### src/hw/vrsm_defines.svh
`ifndef VRSM_DEFINES_SVH
`define VRSM_DEFINES_SVH

// register offsets
`define VRSM_OFS_EMERG 8'h4f
`define VRSM_OFS_SMCTL 8'h50
`define VRSM_OFS_SMDLY 8'h51

// reset values
`define VRSM_RST_EMERG 8'h30
`define VRSM_RST_SMCTL 8'h07
`define VRSM_RST_SMDLY 8'h00

// field positions
`define VRSM_EM_RATE_HI 7
`define VRSM_EM_RATE_LO 6
`define VRSM_EM_STEP_HI 5
`define VRSM_EM_STEP_LO 4
`define VRSM_SM_JOINT 2
`define VRSM_SM_EN_R 1
`define VRSM_SM_EN_L 0
`define VRSM_DLY_L_HI 6
`define VRSM_DLY_L_LO 4
`define VRSM_DLY_R_HI 2
`define VRSM_DLY_R_LO 0

// rate and step codes, step amounts in 0.5 dB volume units
`define VRSM_RATE_FS1 2'h0
`define VRSM_RATE_FS2 2'h1
`define VRSM_RATE_FS4 2'h2
`define VRSM_RATE_INSTANT 2'h3
`define VRSM_STEP_4DB 8'h08
`define VRSM_STEP_2DB 8'h04
`define VRSM_STEP_1DB 8'h02
`define VRSM_STEP_HALF_DB 8'h01
`define VRSM_VOL_MUTE 8'hff

// silence delays in microseconds at the reference sample rate
`define VRSM_SM_RATE_HZ 96000
`define VRSM_SM_T0_US 11500
`define VRSM_SM_T1_US 53000
`define VRSM_SM_T2_US 106500
`define VRSM_SM_T4_US 535000
`define VRSM_SM_T5_US 1065000
`define VRSM_SM_T6_US 2665000
`define VRSM_SM_T7_US 5330000
`define VRSM_SM_CNT(us) (((us) * (`VRSM_SM_RATE_HZ / 1000)) / 1000)

`endif

### src/hw/vrsm_pkg.sv
`default_nettype none
package vrsm_pkg;

  // ramp direction of one channel
  typedef enum logic [2:0] {
    VRSM_IDLE = 3'h1,
    VRSM_DOWN = 3'h2,
    VRSM_UP = 3'h4
  } vrsm_ramp_e;

  typedef logic [7:0] vrsm_vol_t;
  typedef logic [18:0] vrsm_zcnt_t;

endpackage : vrsm_pkg

`default_nettype wire

### src/hw/vrsm_chan.sv
`timescale 1ns/1ps
`default_nettype none
`include "vrsm_defines.svh"

module vrsm_chan import vrsm_pkg::*; #(
  parameter int DELAY_SHIFT = 0
) (
  input wire logic clk_in,
  input wire logic rst_n_in,
  input wire logic sample_valid_in,
  input wire logic sample_zero_in,
  input wire logic [2:0] delay_code_in,
  input wire logic mute_in,
  input wire logic fault_in,
  input wire vrsm_vol_t vol_target_in,
  input wire logic down_tick_in,
  input wire logic down_instant_in,
  input wire vrsm_vol_t down_amt_in,
  input wire logic up_tick_in,
  input wire logic up_instant_in,
  input wire vrsm_vol_t up_amt_in,
  output logic silence_met_out,
  output logic ramping_out,
  output vrsm_vol_t vol_out
);

  // zero-sample count per delay code; code 011 takes the nearest, 106.5 ms
  function automatic vrsm_zcnt_t delay_samples(input logic [2:0] code);
    int s;
    s = 0;
    case (code)
      3'h0: s = `VRSM_SM_CNT(`VRSM_SM_T0_US);
      3'h1: s = `VRSM_SM_CNT(`VRSM_SM_T1_US);
      3'h2, 3'h3: s = `VRSM_SM_CNT(`VRSM_SM_T2_US);
      3'h4: s = `VRSM_SM_CNT(`VRSM_SM_T4_US);
      3'h5: s = `VRSM_SM_CNT(`VRSM_SM_T5_US);
      3'h6: s = `VRSM_SM_CNT(`VRSM_SM_T6_US);
      default: s = `VRSM_SM_CNT(`VRSM_SM_T7_US);
    endcase
    s = s >> DELAY_SHIFT;
    if (s < 1) begin
      s = 1;
    end
    return vrsm_zcnt_t'(s);
  endfunction : delay_samples

  vrsm_zcnt_t zcnt_reg, zcnt_next, thr;
  vrsm_vol_t cur_reg, cur_next, target;
  vrsm_ramp_e state_reg, state_next;
  logic [8:0] sum, diff;

  // zero-sample counter, counts samples not clocks
  always_comb begin
    thr = delay_samples(delay_code_in);
    zcnt_next = zcnt_reg;
    if (sample_valid_in) begin
      if (!sample_zero_in) begin
        zcnt_next = '0;
      end else if (zcnt_reg < thr) begin
        zcnt_next = zcnt_reg + 19'h1;
      end
    end
  end

  always_ff @(posedge clk_in) begin
    if (!rst_n_in) begin
      zcnt_reg <= '0;
    end else begin
      zcnt_reg <= zcnt_next;
    end
  end

  assign silence_met_out = (zcnt_reg >= thr);

  // volume ramp toward the target, down or up
  always_comb begin
    target = (mute_in || fault_in) ? `VRSM_VOL_MUTE : vol_target_in;
    sum = {1'b0, cur_reg} + {1'b0, down_amt_in};
    diff = {1'b0, cur_reg} - {1'b0, up_amt_in};
    cur_next = cur_reg;
    state_next = VRSM_IDLE;
    case (1'b1)
      (cur_reg < target): begin
        state_next = VRSM_DOWN;
        if (down_instant_in) begin
          cur_next = target;
        end else if (down_tick_in) begin
          cur_next = (sum > {1'b0, target}) ? target : sum[7:0];
        end
      end
      (cur_reg > target): begin
        state_next = VRSM_UP;
        if (up_instant_in) begin
          cur_next = target;
        end else if (up_tick_in) begin
          cur_next = (diff[8] || diff[7:0] < target) ? target : diff[7:0];
        end
      end
      default: state_next = VRSM_IDLE;
    endcase
  end

  always_ff @(posedge clk_in) begin
    if (!rst_n_in) begin
      cur_reg <= `VRSM_VOL_MUTE;
      state_reg <= VRSM_IDLE;
    end else begin
      cur_reg <= cur_next;
      state_reg <= state_next;
    end
  end

  assign vol_out = cur_reg;
  assign ramping_out = (state_reg != VRSM_IDLE);

  AST_ZERO_RESTART: assert property (
    @(posedge clk_in) disable iff (!rst_n_in)
    sample_valid_in && !sample_zero_in |=> zcnt_reg == '0)
    else $error("nonzero sample did not restart zero count");

  AST_ZERO_COUNT: assert property (
    @(posedge clk_in) disable iff (!rst_n_in)
    sample_valid_in && sample_zero_in && zcnt_reg < thr
    |=> zcnt_reg == $past(zcnt_reg) + 19'h1)
    else $error("zero sample not counted");

  AST_UP_NORMAL: assert property (
    @(posedge clk_in) disable iff (!rst_n_in)
    cur_reg > target && up_instant_in |=> cur_reg == $past(target))
    else $error("instant unmute did not restore volume");

endmodule : vrsm_chan

`default_nettype wire

### src/hw/vrsm_top.sv
// Behaviour
// - emergency rate 00/01/10 updates every 1, 2 or 4 sample periods
// - emergency rate 11 sets volume straight to mute
// - emergency step 00..11 lowers volume 4, 2, 1 or 0.5 dB per update
// - clock error or power loss uses emergency rate and step, not normal
// - joint bit set mutes each enabled channel only when both channels are silent
// - right enable bit allows right auto mute, resets enabled
// - left enable bit allows left auto mute, resets enabled
// - left delay code selects zero-sample run before left may mute
// - right delay code uses same table on right samples
// - delays are fixed sample counts, exact at 96 kHz
// - normal volume decreases use separate normal rate and step
`timescale 1ns/1ps
`default_nettype none
`include "vrsm_defines.svh"

module vrsm_top import vrsm_pkg::*; #(
  parameter int DELAY_SHIFT = 0
) (
  input wire logic SYS_CLK_IN,
  input wire logic NRST_IN,
  input wire logic REG_WR_EN_IN,
  input wire logic [7:0] REG_ADDR_IN,
  input wire logic [7:0] REG_WDATA_IN,
  output logic [7:0] REG_RDATA_OUT,
  input wire logic SAMPLE_VALID_IN,
  input wire logic [23:0] SAMPLE_LEFT_IN,
  input wire logic [23:0] SAMPLE_RIGHT_IN,
  input wire logic FAULT_IN,
  input wire logic [7:0] VOL_TARGET_IN,
  input wire logic [1:0] NORMAL_RAMP_RATE_IN,
  input wire logic [1:0] NORMAL_RAMP_DECREMENT_IN,
  input wire logic [1:0] NORMAL_RAMP_UP_RATE_IN,
  input wire logic [1:0] NORMAL_RAMP_UP_STEP_IN,
  output logic [7:0] VOL_LEFT_OUT,
  output logic [7:0] VOL_RIGHT_OUT,
  output logic LEFT_MUTED_OUT,
  output logic RIGHT_MUTED_OUT,
  output logic RAMP_BUSY_OUT
);

  // update strobe for a rate code, counted in sample periods
  function automatic logic rate_tick(input logic [1:0] rate,
                                     input logic valid,
                                     input logic [1:0] cnt);
    logic t;
    t = 1'b0;
    case (rate)
      `VRSM_RATE_FS1: t = valid;
      `VRSM_RATE_FS2: t = valid && (cnt[0] == 1'b0);
      `VRSM_RATE_FS4: t = valid && (cnt == 2'h0);
      default: t = 1'b0;
    endcase
    return t;
  endfunction : rate_tick

  // volume change per update for a step code
  function automatic vrsm_vol_t step_amt(input logic [1:0] code);
    vrsm_vol_t a;
    a = `VRSM_STEP_HALF_DB;
    case (code)
      2'h0: a = `VRSM_STEP_4DB;
      2'h1: a = `VRSM_STEP_2DB;
      2'h2: a = `VRSM_STEP_1DB;
      default: a = `VRSM_STEP_HALF_DB;
    endcase
    return a;
  endfunction : step_amt

  logic [7:0] emerg_reg, emerg_next;
  logic [7:0] smctl_reg, smctl_next;
  logic [7:0] smdly_reg, smdly_next;
  logic [7:0] rdata_reg, rdata_next;
  logic [1:0] fs_cnt_reg, fs_cnt_next;
  logic mute_l_reg, mute_l_next;
  logic mute_r_reg, mute_r_next;
  logic [1:0] em_rate, em_step, dn_rate, dn_step;
  logic down_tick, down_instant, up_tick, up_instant;
  vrsm_vol_t down_amt, up_amt;
  logic met_l, met_r, busy_l, busy_r;
  logic joint, en_l, en_r;

  // register file: writes, and read data held for the presented address
  always_comb begin
    emerg_next = emerg_reg;
    smctl_next = smctl_reg;
    smdly_next = smdly_reg;
    if (REG_WR_EN_IN) begin
      case (REG_ADDR_IN)
        `VRSM_OFS_EMERG: emerg_next = REG_WDATA_IN;
        `VRSM_OFS_SMCTL: smctl_next = REG_WDATA_IN;
        `VRSM_OFS_SMDLY: smdly_next = REG_WDATA_IN;
        default: emerg_next = emerg_reg;
      endcase
    end
    case (REG_ADDR_IN)
      `VRSM_OFS_EMERG: rdata_next = emerg_reg;
      `VRSM_OFS_SMCTL: rdata_next = smctl_reg;
      `VRSM_OFS_SMDLY: rdata_next = smdly_reg;
      default: rdata_next = 8'h00;
    endcase
  end

  always_ff @(posedge SYS_CLK_IN) begin
    if (!NRST_IN) begin
      emerg_reg <= `VRSM_RST_EMERG;
      smctl_reg <= `VRSM_RST_SMCTL;
      smdly_reg <= `VRSM_RST_SMDLY;
      rdata_reg <= 8'h00;
    end else begin
      emerg_reg <= emerg_next;
      smctl_reg <= smctl_next;
      smdly_reg <= smdly_next;
      rdata_reg <= rdata_next;
    end
  end

  assign REG_RDATA_OUT = rdata_reg;
  assign em_rate = emerg_reg[`VRSM_EM_RATE_HI:`VRSM_EM_RATE_LO];
  assign em_step = emerg_reg[`VRSM_EM_STEP_HI:`VRSM_EM_STEP_LO];
  assign joint = smctl_reg[`VRSM_SM_JOINT];
  assign en_r = smctl_reg[`VRSM_SM_EN_R];
  assign en_l = smctl_reg[`VRSM_SM_EN_L];

  // pick emergency or normal ramp-down settings, normal ramp-up settings
  always_comb begin
    dn_rate = FAULT_IN ? em_rate : NORMAL_RAMP_RATE_IN;
    dn_step = FAULT_IN ? em_step : NORMAL_RAMP_DECREMENT_IN;
    down_tick = rate_tick(dn_rate, SAMPLE_VALID_IN, fs_cnt_reg);
    down_instant = (dn_rate == `VRSM_RATE_INSTANT);
    down_amt = step_amt(dn_step);
    up_tick = rate_tick(NORMAL_RAMP_UP_RATE_IN, SAMPLE_VALID_IN,
                        fs_cnt_reg);
    up_instant = (NORMAL_RAMP_UP_RATE_IN == `VRSM_RATE_INSTANT);
    up_amt = step_amt(NORMAL_RAMP_UP_STEP_IN);
    fs_cnt_next = SAMPLE_VALID_IN ? fs_cnt_reg + 2'h1 : fs_cnt_reg;
  end

  // silence mute decision, joint or per channel
  always_comb begin
    mute_l_next = en_l && met_l && (!joint || met_r);
    mute_r_next = en_r && met_r && (!joint || met_l);
  end

  always_ff @(posedge SYS_CLK_IN) begin
    if (!NRST_IN) begin
      fs_cnt_reg <= 2'h0;
      mute_l_reg <= 1'b0;
      mute_r_reg <= 1'b0;
    end else begin
      fs_cnt_reg <= fs_cnt_next;
      mute_l_reg <= mute_l_next;
      mute_r_reg <= mute_r_next;
    end
  end

  // left channel
  vrsm_chan #(.DELAY_SHIFT(DELAY_SHIFT)) u_left (
    .clk_in(SYS_CLK_IN),
    .rst_n_in(NRST_IN),
    .sample_valid_in(SAMPLE_VALID_IN),
    .sample_zero_in(SAMPLE_LEFT_IN == 24'h000000),
    .delay_code_in(smdly_reg[`VRSM_DLY_L_HI:`VRSM_DLY_L_LO]),
    .mute_in(mute_l_reg),
    .fault_in(FAULT_IN),
    .vol_target_in(VOL_TARGET_IN),
    .down_tick_in(down_tick),
    .down_instant_in(down_instant),
    .down_amt_in(down_amt),
    .up_tick_in(up_tick),
    .up_instant_in(up_instant),
    .up_amt_in(up_amt),
    .silence_met_out(met_l),
    .ramping_out(busy_l),
    .vol_out(VOL_LEFT_OUT)
  );

  // right channel
  vrsm_chan #(.DELAY_SHIFT(DELAY_SHIFT)) u_right (
    .clk_in(SYS_CLK_IN),
    .rst_n_in(NRST_IN),
    .sample_valid_in(SAMPLE_VALID_IN),
    .sample_zero_in(SAMPLE_RIGHT_IN == 24'h000000),
    .delay_code_in(smdly_reg[`VRSM_DLY_R_HI:`VRSM_DLY_R_LO]),
    .mute_in(mute_r_reg),
    .fault_in(FAULT_IN),
    .vol_target_in(VOL_TARGET_IN),
    .down_tick_in(down_tick),
    .down_instant_in(down_instant),
    .down_amt_in(down_amt),
    .up_tick_in(up_tick),
    .up_instant_in(up_instant),
    .up_amt_in(up_amt),
    .silence_met_out(met_r),
    .ramping_out(busy_r),
    .vol_out(VOL_RIGHT_OUT)
  );

  assign LEFT_MUTED_OUT = mute_l_reg;
  assign RIGHT_MUTED_OUT = mute_r_reg;
  assign RAMP_BUSY_OUT = busy_l || busy_r;

  AST_EMERG_INSTANT: assert property (
    @(posedge SYS_CLK_IN) disable iff (!NRST_IN)
    FAULT_IN && em_rate == 2'h3 |=> VOL_LEFT_OUT == 8'hff)
    else $error("instant emergency mute missed");

  AST_EMERG_STEP: assert property (
    @(posedge SYS_CLK_IN) disable iff (!NRST_IN)
    FAULT_IN && em_rate == 2'h0 && em_step == 2'h0 && SAMPLE_VALID_IN
    && VOL_LEFT_OUT <= 8'hf7
    |=> VOL_LEFT_OUT == 8'($past(VOL_LEFT_OUT) + 8'h08))
    else $error("emergency step of 4 dB not applied");

  AST_EMERG_RATE4: assert property (
    @(posedge SYS_CLK_IN) disable iff (!NRST_IN)
    FAULT_IN && em_rate == 2'h2 && fs_cnt_reg != 2'h0
    |=> $stable(VOL_LEFT_OUT))
    else $error("volume moved between four-period updates");

  AST_EMERG_NOT_NORMAL: assert property (
    @(posedge SYS_CLK_IN) disable iff (!NRST_IN)
    FAULT_IN && em_rate != 2'h3 && !SAMPLE_VALID_IN
    |=> $stable(VOL_RIGHT_OUT))
    else $error("normal settings used during fault");

  AST_JOINT_WAIT: assert property (
    @(posedge SYS_CLK_IN) disable iff (!NRST_IN)
    joint && !met_r |=> !LEFT_MUTED_OUT)
    else $error("left muted alone in joint mode");

  AST_INDEP_MUTE: assert property (
    @(posedge SYS_CLK_IN) disable iff (!NRST_IN)
    !joint && en_l && met_l
    |=> LEFT_MUTED_OUT ##1 VOL_LEFT_OUT >= $past(VOL_LEFT_OUT))
    else $error("left did not mute on its own");

  AST_RIGHT_DISABLED: assert property (
    @(posedge SYS_CLK_IN) disable iff (!NRST_IN)
    !en_r |=> !RIGHT_MUTED_OUT)
    else $error("right muted while disabled");

endmodule : vrsm_top

`default_nettype wire

### config.mk
export PLATFORM = sky130hd
export DESIGN_NAME = vrsm_top
export DESIGN_NICKNAME = d
export VERILOG_FILES = /design/src/hw/vrsm_pkg.sv /design/src/hw/vrsm_chan.sv /design/src/hw/vrsm_top.sv
export VERILOG_INCLUDE_DIRS = /design/src /design/src/hw
export SDC_FILE = /design/constraint.sdc
export NUM_CORES = 1
export LEC_CHECK = 0
export BUFFER_PORTS_ARGS = -buffer_cell sky130_fd_sc_hd__buf_2
export CAP_MARGIN = 5
export CELL_PAD_IN_SITES_DETAIL_PLACEMENT = 0
export CELL_PAD_IN_SITES_GLOBAL_PLACEMENT = 1
export CORE_ASPECT_RATIO = 1.5
export CORE_MARGIN = 2
export CORE_UTILIZATION = 35
export DETAILED_ROUTE_END_ITERATION = 10
export GPL_TIMING_DRIVEN = 0
export MAX_ROUTING_LAYER = met4
export PLACE_DENSITY_LB_ADDON = 0.2
export SKIP_LAST_GASP = 1
export SYNTH_ARGS = -nofsm -noshare
export SYNTH_HDL_FRONTEND = slang
export SYNTH_SLANG_ARGS = --single-unit
export TNS_END_PERCENT = 20
### constraint.sdc
create_clock -name SYS_CLK_IN -period 4.05 [get_ports SYS_CLK_IN]
set_clock_uncertainty 0.05 [all_clocks]
set_input_delay 0.405 -clock SYS_CLK_IN [delete_from_list [all_inputs] [get_ports SYS_CLK_IN]]
set_output_delay 0.405 -clock SYS_CLK_IN [all_outputs]
set_load 0.02 [all_outputs]
## Word level (Yosys, flattened, before mapping)

Index checks and enable logic that the tools add are counted.

| word-level totals | value |
|---|---|
| flip-flop bits (word level) | 96 |
| input port bits | 85 |
| output and inout port bits | 27 |
| logic and storage cells | 144 |

| operators by class | value |
|---|---|
| $add $sub $neg | 7 |
| order comparisons | 14 |
| equal/unequal tests | 31 |
| muxes and demuxes | 37 |
| bitwise operators | 2 |
| reduce and logical (&&, ||, !) cells | 38 |

Operators by type and width:

| operator | number |
|---|---|
| $pmux W19 S6 | 2 |
| $mux W8 | 18 |
| $mux W19 | 6 |
| $logic_not A24 Y1 | 2 |
| $add A19 B1 Y19 const B | 2 |
| $ge A19 B19 Y1 | 2 |
| $lt A19 B1 Y1 const B | 2 |
| $lt A19 B19 Y1 | 2 |
| $lt A8 B8 Y1 | 4 |
| $eq A8 B7 Y1 const B | 3 |
| $pmux W4 S3 | 2 |
| $pmux W8 S3 | 1 |
| $add A8 B4 Y9 | 2 |
| $eq A3 B3 Y1 const B | 6 |
| $gt A9 B8 Y1 | 2 |
| $sub A8 B4 Y9 | 2 |
| $gt A8 B8 Y1 | 2 |
| $eq A2 B2 Y1 const B | 6 |
| $eq A3 B2 Y1 const B | 4 |
| $logic_not A2 Y1 | 5 |
| $reduce_and A2 Y1 | 5 |
| $eq A2 B1 Y1 const B | 4 |
| $mux W2 | 4 |
| $reduce_or A2 Y1 | 4 |
| 15 further kinds | 37 |

## Logic depth before layout (Yosys ltp)

Gate-level depths: netlist of run 1.

| logic depth | value |
|---|---|
| word-level depth | 10 |
| mapped depth | 18 |
| gate-level depth less buffers | 16 |

## By module

From an unflattened synthesis of run 1, not the netlist that was laid out.

| unflattened totals | value |
|---|---|
| cells, all modules | 990 |
| area total of the unflattened synthesis | 8141.6 um^2 |

Modules (own cells, without submodules):

| module | instances | cells each | area each (um^2) |
|---|---|---|---|
| vrsm_chan (u_left) | 1 | 404 | 3260.6 |
| vrsm_chan (u_right) | 1 | 384 | 3093.0 |
| vrsm_top | 1 | 202 | 1788.0 |

## Worst setup path after synthesis of run 1

Ideal clock, no wire load.

| timing | value |
|---|---|
| path type | in2reg |
| start point | input FAULT_IN |
| end point | register u_right.cur_reg[2] (netlist: u_right.vol_out[2]) |
| data arrival time | 3772 ps |
| path slack | 133 ps |
| stages | 18 |
| buffers on the path | 2 |
| path through | buf_6 > nand2b_1 > o21ai_0 > ha_1 > fa_1 > a21o_1 > a21oi_1 > nor2_1 > xor2_1 > ha_1 > nand4_1 > nor3_1 > o41a_1 > or4_1 > buf_2 > nand2_2 > nor3_1 > o41ai_2 |

| on the way | value |
|---|---|
| longest elaborated chain between the ends | 9 |
| elaborated cells on any way between the ends | 31 |
| those cells by class | add/sub: 1; order compare: 4; eq/ne: 6; mux: 13; reduce/logical: 7 |

Ends and longest elaborated chain:

| element | RTL line | RTL |
|---|---|---|
| start, declared | vrsm_top.sv:29 | `input wire logic FAULT_IN,` |
| $mux W2 / $logic_or A1 B1 Y1 (equally long branches) | vrsm_top.sv:128, vrsm_chan.sv:77 |  |
| $eq A2 B2 Y1 (tied with other cells) | vrsm_top.sv:61 | `case (code)` |
| $pmux W4 S3 / $lt A8 B8 Y1 (equally long branches) | vrsm_top.sv:61, vrsm_chan.sv:96 |  |
| $add A8 B4 Y9 / $logic_or A1 B1 Y1 (equally long branches) | vrsm_chan.sv:78, vrsm_chan.sv:96 |  |
| $gt A9 B8 Y1 / $mux W8 (equally long branches) | vrsm_chan.sv:88, vrsm_chan.sv:96 |  |
| $mux W8 (on tied branches) | vrsm_chan.sv:88, vrsm_chan.sv:95 |  |
| $mux W8 (on tied branches) | vrsm_chan.sv:87, vrsm_chan.sv:93 |  |
| $mux W8 (on tied branches) | vrsm_chan.sv:85, vrsm_chan.sv:82 |  |
| $mux W8 | vrsm_chan.sv:82 | `case (1'b1)` |
| end signal, assigned | vrsm_chan.sv:105 | `` cur_reg <= `VRSM_VOL_MUTE; `` |
| end signal, assigned | vrsm_chan.sv:108 | `cur_reg <= cur_next;` |
| end, declared | vrsm_chan.sv:48 | `vrsm_vol_t cur_reg, cur_next, target;` |

Parallel ways exist; a longest one is shown, timed or not. The select of a mux whose other input is x is not followed.
A chain may end at the register's enable or synchronous reset.

## Final worst setup path of run 1

| timing | value |
|---|---|
| start point | register emerg_reg[4] |
| end point | register u_right.cur_reg[4] (netlist: u_right.vol_out[4]) |

| on the way | value |
|---|---|
| longest elaborated chain between the ends | 9 |
| elaborated cells on any way between the ends | 11 |
| those cells by class | add/sub: 1; order compare: 1; eq/ne: 2; mux: 6; reduce/logical: 1 |

Ends and longest elaborated chain:

| element | RTL line | RTL |
|---|---|---|
| start, declared | vrsm_top.sv:70 | `logic [7:0] emerg_reg, emerg_next;` |
| start signal, assigned | vrsm_top.sv:106 | `` emerg_reg <= `VRSM_RST_EMERG; `` |
| start signal, assigned | vrsm_top.sv:111 | `emerg_reg <= emerg_next;` |
| $mux W2 * | vrsm_top.sv:128 | `dn_step = FAULT_IN ? em_step : NORMAL_RAMP_DECREMENT_IN;` |
| $eq A2 B2 Y1 (tied with other cells) | vrsm_top.sv:61 |  |
| $pmux W4 S3 * | vrsm_top.sv:61 |  |
| $add A8 B4 Y9 * | vrsm_chan.sv:78 | `sum = {1'b0, cur_reg} + {1'b0, down_amt_in};` |
| $gt A9 B8 Y1 | vrsm_chan.sv:88 | `cur_next = (sum > {1'b0, target}) ? target : sum[7:0];` |
| $mux W8 * | vrsm_chan.sv:88 |  |
| $mux W8 * | vrsm_chan.sv:87 | `end else if (down_tick_in) begin` |
| $mux W8 * | vrsm_chan.sv:85 | `if (down_instant_in) begin` |
| $mux W8 * | vrsm_chan.sv:82 |  |

Mark *: on every way between the ends. The rest lies on a longest branch, timed or not. The select of a mux whose other input is x is not followed.

==> reports/metrics.yaml, run 1 <==
yosys:
  yosysSeqAreaShare_pct: 25.4
  synth_most_common_cell: "nor2_1"
  syn_area_mm2: 0.00757
  synth_nets: 1101
  synth_warnings: 0
  syn_inst: 915
  synth-edff-count: 0
  yosysTopAreaCellShare_pct: 25.4
  synthArstFlopShare_pct: 0
  synth_top_cell_by_area: "dfxtp_1"
  synth_flop_cell: "dfxtp_1"
  synth_area_leaders: "dfxtp_1 25%, ha_1 16%, nor2_1 4.9%"
  ys_seq_elements: 96
  netlist_top_cells_count: "98 x nor2_1, 97 x ha_1, 96 x dfxtp_1"
  synth_cell_types: 78
  avgSynthCellArea_um2: 8.27
timing:
  period_share_pct: 95.2
  setup_tns_ns: 0
  final.min_clock_period_ns: 3.86
  fmax_ghz: 0.259
  finalHoldViolations: 0
  finalMaxSlewViolations: 0
  setup_viol: 0
  slew_headroom_pct: 23.1
  tightest_slew_ns: 1.15
  fin_ws_ns: 0.193
  rsz0062_at_grt: "yes"
cells_and_area:
  final_area_mm2: 0.00886
  final_util_pct: 41.9
  nNetsFinal: 1226
  drive_gt1_share_pct: 17.4
  nFillCells: 2237
  syn2layout_area_growth_pct: 17.1
detailed_routing:
  wire_per_inst_um: 18.1
  viasPerCell: 5.45
  routed-via-count: 7158
  detail-route-antenna-nets: 0
  drc: 0
  firstDrtPassIters: 4
  wirelength_mm: 23.7
  drt_iter0_drc: 435
clocking:
  cts_root_buf: "clkbuf_16"
  h-tree-depth: 3
  cts_buffers: 9
  cts.sinks: 96
  cts_tree: "yes"
  path_clk_slew_ns: 0.07
  cts_buffer_depth: 2
  clk_latency_ns: 0.35
floorplanning:
  die_area_mm2: 0.0228
  die_x_um: 124
  core_area_mm2: 0.0211
  initial_core_util_pct: 35.8
  rows: 65
  ios: 112
  fp.dieH_um: 184
job:
  max_cap_violations: 0
global_routing:
  gr-total-overflow: 0
  grt_usage_pct: 21.7
  grt_max_degree: 19
  first_global_vias: 7305
  antenna_found_initial: 1
  grt_pass1_wl_mm: 37.4
placement:
  port_buffers: 110
  hpwl_mm: 19.1
  gp_congestion: 0.861
  post_dp_cell_area_mm2: 0.00846
  pre_cts_slack_ns: -0.690
power:
  switching_share_pct: 44.5
  p_comb_share_pct: 53.1
  power_frac_seq_pct: 26.7
  p_clk_share_pct: 20.1
  p_leak_nw: 3.68
  peakVddDrop_mv: 0.196
  power_switching_mw: 1.94
  internal-power_mw: 2.42
  power.density_mw_per_mm2: 493
worst_setup_path:
  worst_ep_arrival_time_ns: 4.06
  cp-end-kind: "flop"
  start_kind: "flop"
  crit_type: "reg2reg"
  required_ns: 4.25
  worst-path-max-fanout: 9
outcome:
  status: "complete, no violations"
worst_hold_path:
  hp-class: "in2reg"
layout make-up:
| class | instances | area (um^2) | area share [%] |
|---|---|---|---|
| multi-input cells | 752 | 5450 | 61.5 |
| diodes | 1 | 2.50 | 0.0282 |
| inverters | 30 | 113 | 1.27 |
| clock buffers | 10 | 239 | 2.70 |
| flip-flops and latches | 96 | 1920 | 21.7 |
| clock inverters | 6 | 55.1 | 0.621 |
| plain buffers | 36 | 153 | 1.72 |
| well taps | 268 | 335 | 3.78 |
| repair buffers | 115 | 588 | 6.64 |
what timing repair did:
| item | CTS | global route |
|---|---|---|
| setup buffers | 1 | 4 |
| resized for setup | 5 | 20 |
| endpoints found under the setup margin | 16 | 16 |
| pin swaps | 1 | 7 |
| hold buffers | 0 | 0 |
| cloned | 0 | 0 |
routing by layer:
layer | GRT usage [%] | share of wire [%] | up-vias | routed length [um]
met4 | 9.93 | 3.9 | 0 | 935
li1 | - | - | 3620 | -
met1 | 22.0 | 39 | 3328 | 9190
met2 | 41.0 | 54 | 170 | 12800
met3 | 2.32 | 3.6 | 40 | 866
met5 | - | 0 | - | 0
cells in the final DEF (no fill, tap or decap), types with 4 or more instances in the layout:
cell type  synthesis  routed
buf_2              3     112
a21boi_0          14      14
and2_1             9       9
or4_1              5       5
clkbuf_1          32      31
nand2_1           78      78
inv_6              0       4
dfxtp_1           96      95
a211oi_1          15      13
nor4_1            17      17
o21ai_0           32      27
or3_1              5       5
o41ai_2            7       8
o311ai_1           6       6
o21ai_1            3       7
nand2b_1           8       8
o211ai_1          10      10
a2111oi_0         11      10
and3_1            14      13
a21oi_1           54      52
clkbuf_16          0       9
and4_1             5       5
ha_1              97      96
nand3_1           25      24
inv_1             29      29
mux2i_1           25      25
nand4_1           24      24
nor2_1            98      98
nor3_1            16      16
nor2b_1           29      29
or2_2              5       5
xnor2_1           39      39
xor2_1            17      16
a21o_1            15      15
buf_4              1       7
cells by family after synthesis:
group / synth area share (%)
buffers and inverters: 3.52
multiplexers: 3.65
AO/OA/AOI/OAI: 20.0
AND/OR/NAND/NOR: 23.9
flip-flops: 25.4
XOR/XNOR: 6.48
adder cells (fa/ha/maj): 17.1
critical path, cell delays in order, from the launching register on:
cell and delay [ns]:
dfxtp_2 0.36, inv_1 0.06, a32o_2 0.33, ha_1 0.29, a21o_1 0.17, a21oi_2 0.18
nor2b_1 0.08, o21ai_1 0.14, xnor2_1 0.17, ha_1 0.28, nand4_1 0.15, nor3_1 0.08
o41a_1 0.38, or4_1 0.46, buf_4 0.19, nand2_4 0.11, nor3_1 0.07, o41ai_2 0.21
final timing paths:
path	start	to	slack [ns]	depth (start not counted)
setup / recovery	emerg_reg[4]$_SDFFE_PN1P_	u_right.vol_out[4]$_SDFFE_PN1P_	0.19	17
setup reg to reg	emerg_reg[4]$_SDFFE_PN1P_	u_right.vol_out[4]$_SDFFE_PN1P_	0.19	17
hold reg to reg	emerg_reg[0]$_SDFFE_PN0P_	emerg_reg[0]$_SDFFE_PN0P_	0.42	2
hold / removal	REG_WDATA_IN[5]	emerg_reg[5]$_SDFFE_PN1P_	0.28	3
power groups by stage:
stage	Sequential [mW]	Combinational, mW	Clock, mW
3_5_place_dp	1.19	2.17	0
6_report	1.17	2.32	0.880
5_1_grt	1.18	2.58	0.939
3_3_place_gp	1.19	2.18	0
4_1_cts	1.17	2.21	0.908
2_1_floorplan	1.22	1.51	0
metrics by stage:
step,total power [mW],instances,hold slack (ns)
detailed placement,3.36,1293,0.412
global route,4.70,1314,0.286
CTS,4.28,1309,0.264
finish,4.37,1314,0.277
floorplan,2.73,915,0.394
global placement,3.37,1293,0.401
Power figures use the tool's default switching activity.
==> run 2, diff against run 1 <==
- BUFFER_PORTS_ARGS: -buffer_cell sky130_fd_sc_hd__buf_2 -> -buffer_cell sky130_fd_sc_hd__buf_4
==> reports/metrics.yaml, run 2 (same netlist as run 1, synthesis figures left out) <==
outcome:
  status: "complete, no violations"
detailed_routing:
  firstDrtPassIters: 5
  wire_per_inst_um: 18.0
  viasPerCell: 5.54
  drc: 0
  wirelength_mm: 23.6
  drt_iter0_drc: 329
  detail-route-antenna-nets: 0
  routed-via-count: 7267
clocking:
  path_clk_slew_ns: 0.07
  cts_buffer_depth: 2
  hold_buffers: 0
  cts.sinks: 96
  cts_buffers: 9
  h-tree-depth: 3
  cts_root_buf: "clkbuf_16"
  cts_tree: "yes"
  clk_latency_ns: 0.35
worst_setup_path:
  crit_type: "in2reg"
  required_ns: 4.25
  crit_top_cell: "ha_1"
  r2r_end: "u_right.vol_out[4]$_SDFFE_PN1P_"
  start_kind: "input port"
  cp_cell_sequence: "buf_4 -> buf_6 -> nand2b_4 -> o21ai_1 -> ha_1 -> a21o_1 -> a21oi_2 -> nor2_1 -> xor2_1 -> ha_1 -> nand4_1 -> o22ai_1 -> o41a_1 -> or4_4 -> buf_8 -> nand2_8 -> nor3_2 -> o41ai_2"
  critical_path_buf_inv_count: 3
  cp_slowest_cell: "or4_4"
  worst_ep_arrival_time_ns: 4.14
  slowest_delay_ns: 0.44
  worst-path-max-fanout: 10
  cp-end-kind: "flop"
  r2r.worst_path.cells: 16
  crit_start: "FAULT_IN"
  worstReg2RegStart: "emerg_reg[4]$_SDFFE_PN1P_"
  cpLargestDelayFamily: "compound AO/OA/AOI/OAI gates"
  worst-r2r-setup-slack_ns: 0.13
floorplanning:
  die_area_mm2: 0.0228
  initial_core_util_pct: 35.8
  core_area_mm2: 0.0211
  rows: 65
  fp.dieH_um: 184
  ios: 112
  die_x_um: 124
job:
  max_cap_violations: 0
worst_hold_path:
  hp-class: "in2reg"
  min_to: "smctl_reg[0]$_SDFFE_PN1P_"
  worstHoldPathCells: 3
  min_from: "REG_WDATA_IN[0]"
power:
  peakVddDrop_mv: 0.189
  p_total_mw: 4.53
  p_leak_nw: 3.80
  power.density_mw_per_mm2: 493
timing:
  slew_headroom_pct: 21.7
  setup_tns_ns: 0
  rsz0062_at_grt: "yes"
  finalHoldViolations: 0
  finalMaxSlewViolations: 0
  setup_viol: 0
  fin_ws_ns: 0.113
  period_share_pct: 97.2
  fmax_ghz: 0.254
  tightest_slew_ns: 1.17
  final.min_clock_period_ns: 3.94
global_routing:
  grt_util_met3_pct: 2.04
  grt_max_degree: 17
  first_global_vias: 7269
  grt_usage_pct: 21.6
  grt-busiest-layer: "met2"
  grt_pass1_wl_mm: 37.1
  gr-total-overflow: 0
  antenna_found_initial: 0
  use_met2_pct: 40.5
  use_met1_pct: 21.9
placement:
  dp.cells: 1293
  port_buffers: 110
  gp_congestion: 0.874
  post_dp_cell_area_mm2: 0.00873
  hpwl_mm: 19.1
  pre_cts_slack_ns: -0.725
cells_and_area:
  syn2layout_area_growth_pct: 21.5
  final_area_mm2: 0.00920
  drive_gt1_share_pct: 17.7
  final_cell_mix: "116 x buf_4, 98 x nor2_1, 96 x ha_1, 94 x dfxtp_1, 78 x nand2_1"
  instances_no_fill: 1312
  nNetsFinal: 1226
  antenna_cells: 0
  final_common_cell: "buf_4"
-- run 2: power breakdown --
group | internal [mW] | switching [mW] | total (mW)
registers | 1.03 | 0.142 | 1.17
logic | 1.02 | 1.39 | 2.42
clock network | 0.544 | 0.398 | 0.942
total | 2.60 | 1.93 | 4.53
-- run 2: repair_timing --
action                     4_1_cts  5_1_grt
pin swaps                        5       13
resized for setup               12       20
setup buffers                    1        4
setup endpoints to repair       16       16
hold endpoints to repair         0        0
-- run 2: tightest hold or removal path, cell delays in order --
cell     delay [ns]
buf_4          0.11
mux2i_1        0.06
nand2_1        0.06
-- run 2: how the worst max path moves through the flow --
stage                                            endpoint  depth (start not counted)
after global routing      u_right.vol_out[4]$_SDFFE_PN1P_                         16
after global placement    u_right.vol_out[5]$_SDFFE_PN1P_                         19
after CTS                 u_right.vol_out[5]$_SDFFE_PN1P_                         17
after floorplan           u_right.vol_out[2]$_SDFFE_PN1P_                         18
after detailed placement  u_right.vol_out[5]$_SDFFE_PN1P_                         19
final                     u_right.vol_out[4]$_SDFFE_PN1P_                         18
-- run 2: area by class of cell --
type                    count  area, um^2
plain buffers              36         160
clock buffers               9         225
clock inverters             6        91.3
fillers                  2194       12000
inverters                  30         113
multi-input cells         752        5480
flip-flops and latches     96        1930
well taps                 268         335
repair buffers            115         863
-- run 2: layer usage --
layer | part of all wire (%) | vias up
li1 | - | 3619
met1 | 39 | 3403
met2 | 54 | 194
met3 | 3.3 | 51
met4 | 4.6 | 0
met5 | 0 | -
-- run 2: through the flow --
step           util (%)  hold WS, ns
2_1_floorplan         -        0.394
3_3_place_gp       41.3        0.402
3_5_place_dp       41.3        0.408
4_1_cts            42.9        0.243
5_1_grt            43.5        0.253
6_report           43.5        0.256
==> run 3, diff against run 2 <==
- RECOVER_POWER: not set -> 25
- clock period: 4.05 -> 4.7 ns (I/O delays scaled with it)
==> reports/metrics.yaml, run 3 (same netlist as run 1, synthesis figures left out) <==
outcome:
  status: "complete, no violations"
worst_setup_path:
  worst-r2r-setup-slack_ns: 0.37
  worst-path-max-fanout: 10
  r2r_end: "u_right.vol_out[7]$_SDFFE_PN1P_"
  worstReg2RegStart: "emerg_reg[4]$_SDFFE_PN1P_"
  worst_ep_arrival_time_ns: 4.56
  r2r.worst_path.cells: 16
  cp-end-kind: "flop"
  required_ns: 4.90
  start_kind: "input port"
  crit_type: "in2reg"
floorplanning:
  die_area_mm2: 0.0228
  ios: 112
  fp.dieH_um: 184
  initial_core_util_pct: 35.8
  rows: 65
  die_x_um: 124
  core_area_mm2: 0.0211
detailed_routing:
  drc: 0
  wirelength_mm: 23.4
  viasPerCell: 5.48
  routed-via-count: 7174
  wire_per_inst_um: 17.9
  drt_iter0_drc: 332
  detail-route-antenna-nets: 0
  firstDrtPassIters: 6
cells_and_area:
  final_cell_mix: "98 x nor2_1, 97 x ha_1, 96 x dfxtp_1, 83 x buf_4, 78 x nand2_1"
  regArea_mm2: 0.00192
  multi_input_area_mm2: 0.00538
  drive_gt1_share_pct: 13.0
  nNetsFinal: 1222
  syn2layout_area_growth_pct: 18.2
  final_common_cell: "nor2_1"
  instances_no_fill: 1308
  final_area_mm2: 0.00895
  nFillCells: 2223
  antenna_cells: 0
  final_util_pct: 42.3
placement:
  gp_congestion: 0.874
  pre_cts_slack_ns: -0.140
  port_buffers: 110
  post_dp_cell_area_mm2: 0.00873
  hpwl_mm: 19.1
  dp.cells: 1293
clocking:
  cts_root_buf: "clkbuf_16"
  cts_tree: "yes"
  hold_buffers: 0
  cts_setup_buffers: 0
  cts_buffer_depth: 2
  clk_latency_ns: 0.35
  cts_buffers: 9
  cts.sinks: 96
  h-tree-depth: 3
  path_clk_slew_ns: 0.07
timing:
  finalHoldViolations: 0
  setup_tns_ns: 0
  finalMaxSlewViolations: 0
  setup_viol: 0
  slew_headroom_pct: 22.1
  fmax_ghz: 0.230
  final.min_clock_period_ns: 4.36
  tightest_slew_ns: 1.16
  fin_ws_ns: 0.345
  rsz0062_at_grt: "no"
  holdWs_ns: 0.317
  period_share_pct: 92.7
worst_hold_path:
  min_to: "smctl_reg[0]$_SDFFE_PN1P_"
  worstHoldPathCells: 3
  hp-class: "in2reg"
  min_from: "REG_WDATA_IN[0]"
global_routing:
  grt-busiest-layer: "met2"
  grt_max_degree: 17
  use_met2_pct: 40.6
  use_met1_pct: 21.9
  grt_pass1_wl_mm: 37.1
  antenna_found_initial: 0
  first_global_vias: 7252
  grt_util_met3_pct: 2.04
  gr-total-overflow: 0
  grt_usage_pct: 21.6
power:
  p_total_mw: 3.70
  power.density_mw_per_mm2: 414
  peakVddDrop_mv: 0.161
  p_leak_nw: 3.65
job:
  max_cap_violations: 0
run 3: changes by cell type in the layout (fill, tap and decap cells not counted), sizes merged:
cell    before  now
clkbuf      40   69
buf        120   87
run 3: final cells by class:
| cell class | instances | area share, % |
|---|---|---|
| clock inverters | 6 | 1.02 |
| well taps | 268 | 3.75 |
| inverters | 30 | 1.26 |
| clock buffers | 9 | 2.52 |
| plain buffers | 37 | 1.72 |
| multi-input cells | 752 | 60.2 |
| repair buffers | 110 | 8.10 |
| flip-flops and latches | 96 | 21.5 |
run 3: repair_timing:
action                                  in CTS  in global routing
endpoints found under the setup margin       0                  1
resized for setup                            0                  1
hold endpoints to repair                     0                  0
run 3: worst max path at each step:
stage                         startpoint                              end  slack [ns]  cells after the start
2_1_floorplan                   FAULT_IN  u_right.vol_out[2]$_SDFFE_PN1P_        0.72                     18
3_3_place_gp                    FAULT_IN  u_right.vol_out[5]$_SDFFE_PN1P_       -0.14                     19
3_5_place_dp                    FAULT_IN  u_right.vol_out[5]$_SDFFE_PN1P_       -0.14                     19
4_1_cts                         FAULT_IN  u_right.vol_out[5]$_SDFFE_PN1P_        0.23                     19
5_1_grt        emerg_reg[4]$_SDFFE_PN1P_   u_left.vol_out[4]$_SDFFE_PN1P_        0.14                     15
6_report                        FAULT_IN  u_right.vol_out[7]$_SDFFE_PN1P_        0.34                     19
run 3: metal layers:
| metal | vias to the layer above | share of wire [%] |
|---|---|---|
| met4 | 0 | 4.1 |
| met2 | 182 | 54 |
| met3 | 43 | 3.3 |
| met1 | 3344 | 39 |
| met5 | - | 0 |
| li1 | 3605 | - |
run 3: power breakdown:
| part | switching, mW | internal, mW | total (mW) |
|---|---|---|---|
| logic | 1.15 | 0.738 | 1.88 |
| clock network | 0.344 | 0.469 | 0.813 |
| registers | 0.116 | 0.888 | 1.00 |
| total | 1.61 | 2.09 | 3.70 |
run 3: critical path, stage by stage:
cell	delay [ns]
buf_4	0.12
buf_6	0.14
nand2b_1	0.13
o21ai_1	0.14
ha_1	0.26
fa_1	0.40
a21o_1	0.21
a21oi_1	0.28
nor2_1	0.10
xor2_1	0.27
ha_1	0.31
nand4_1	0.15
nor3_1	0.07
o41a_1	0.38
or4_1	0.46
buf_2	0.19
nand2_2	0.16
nor3_1	0.08
o41ai_2	0.22
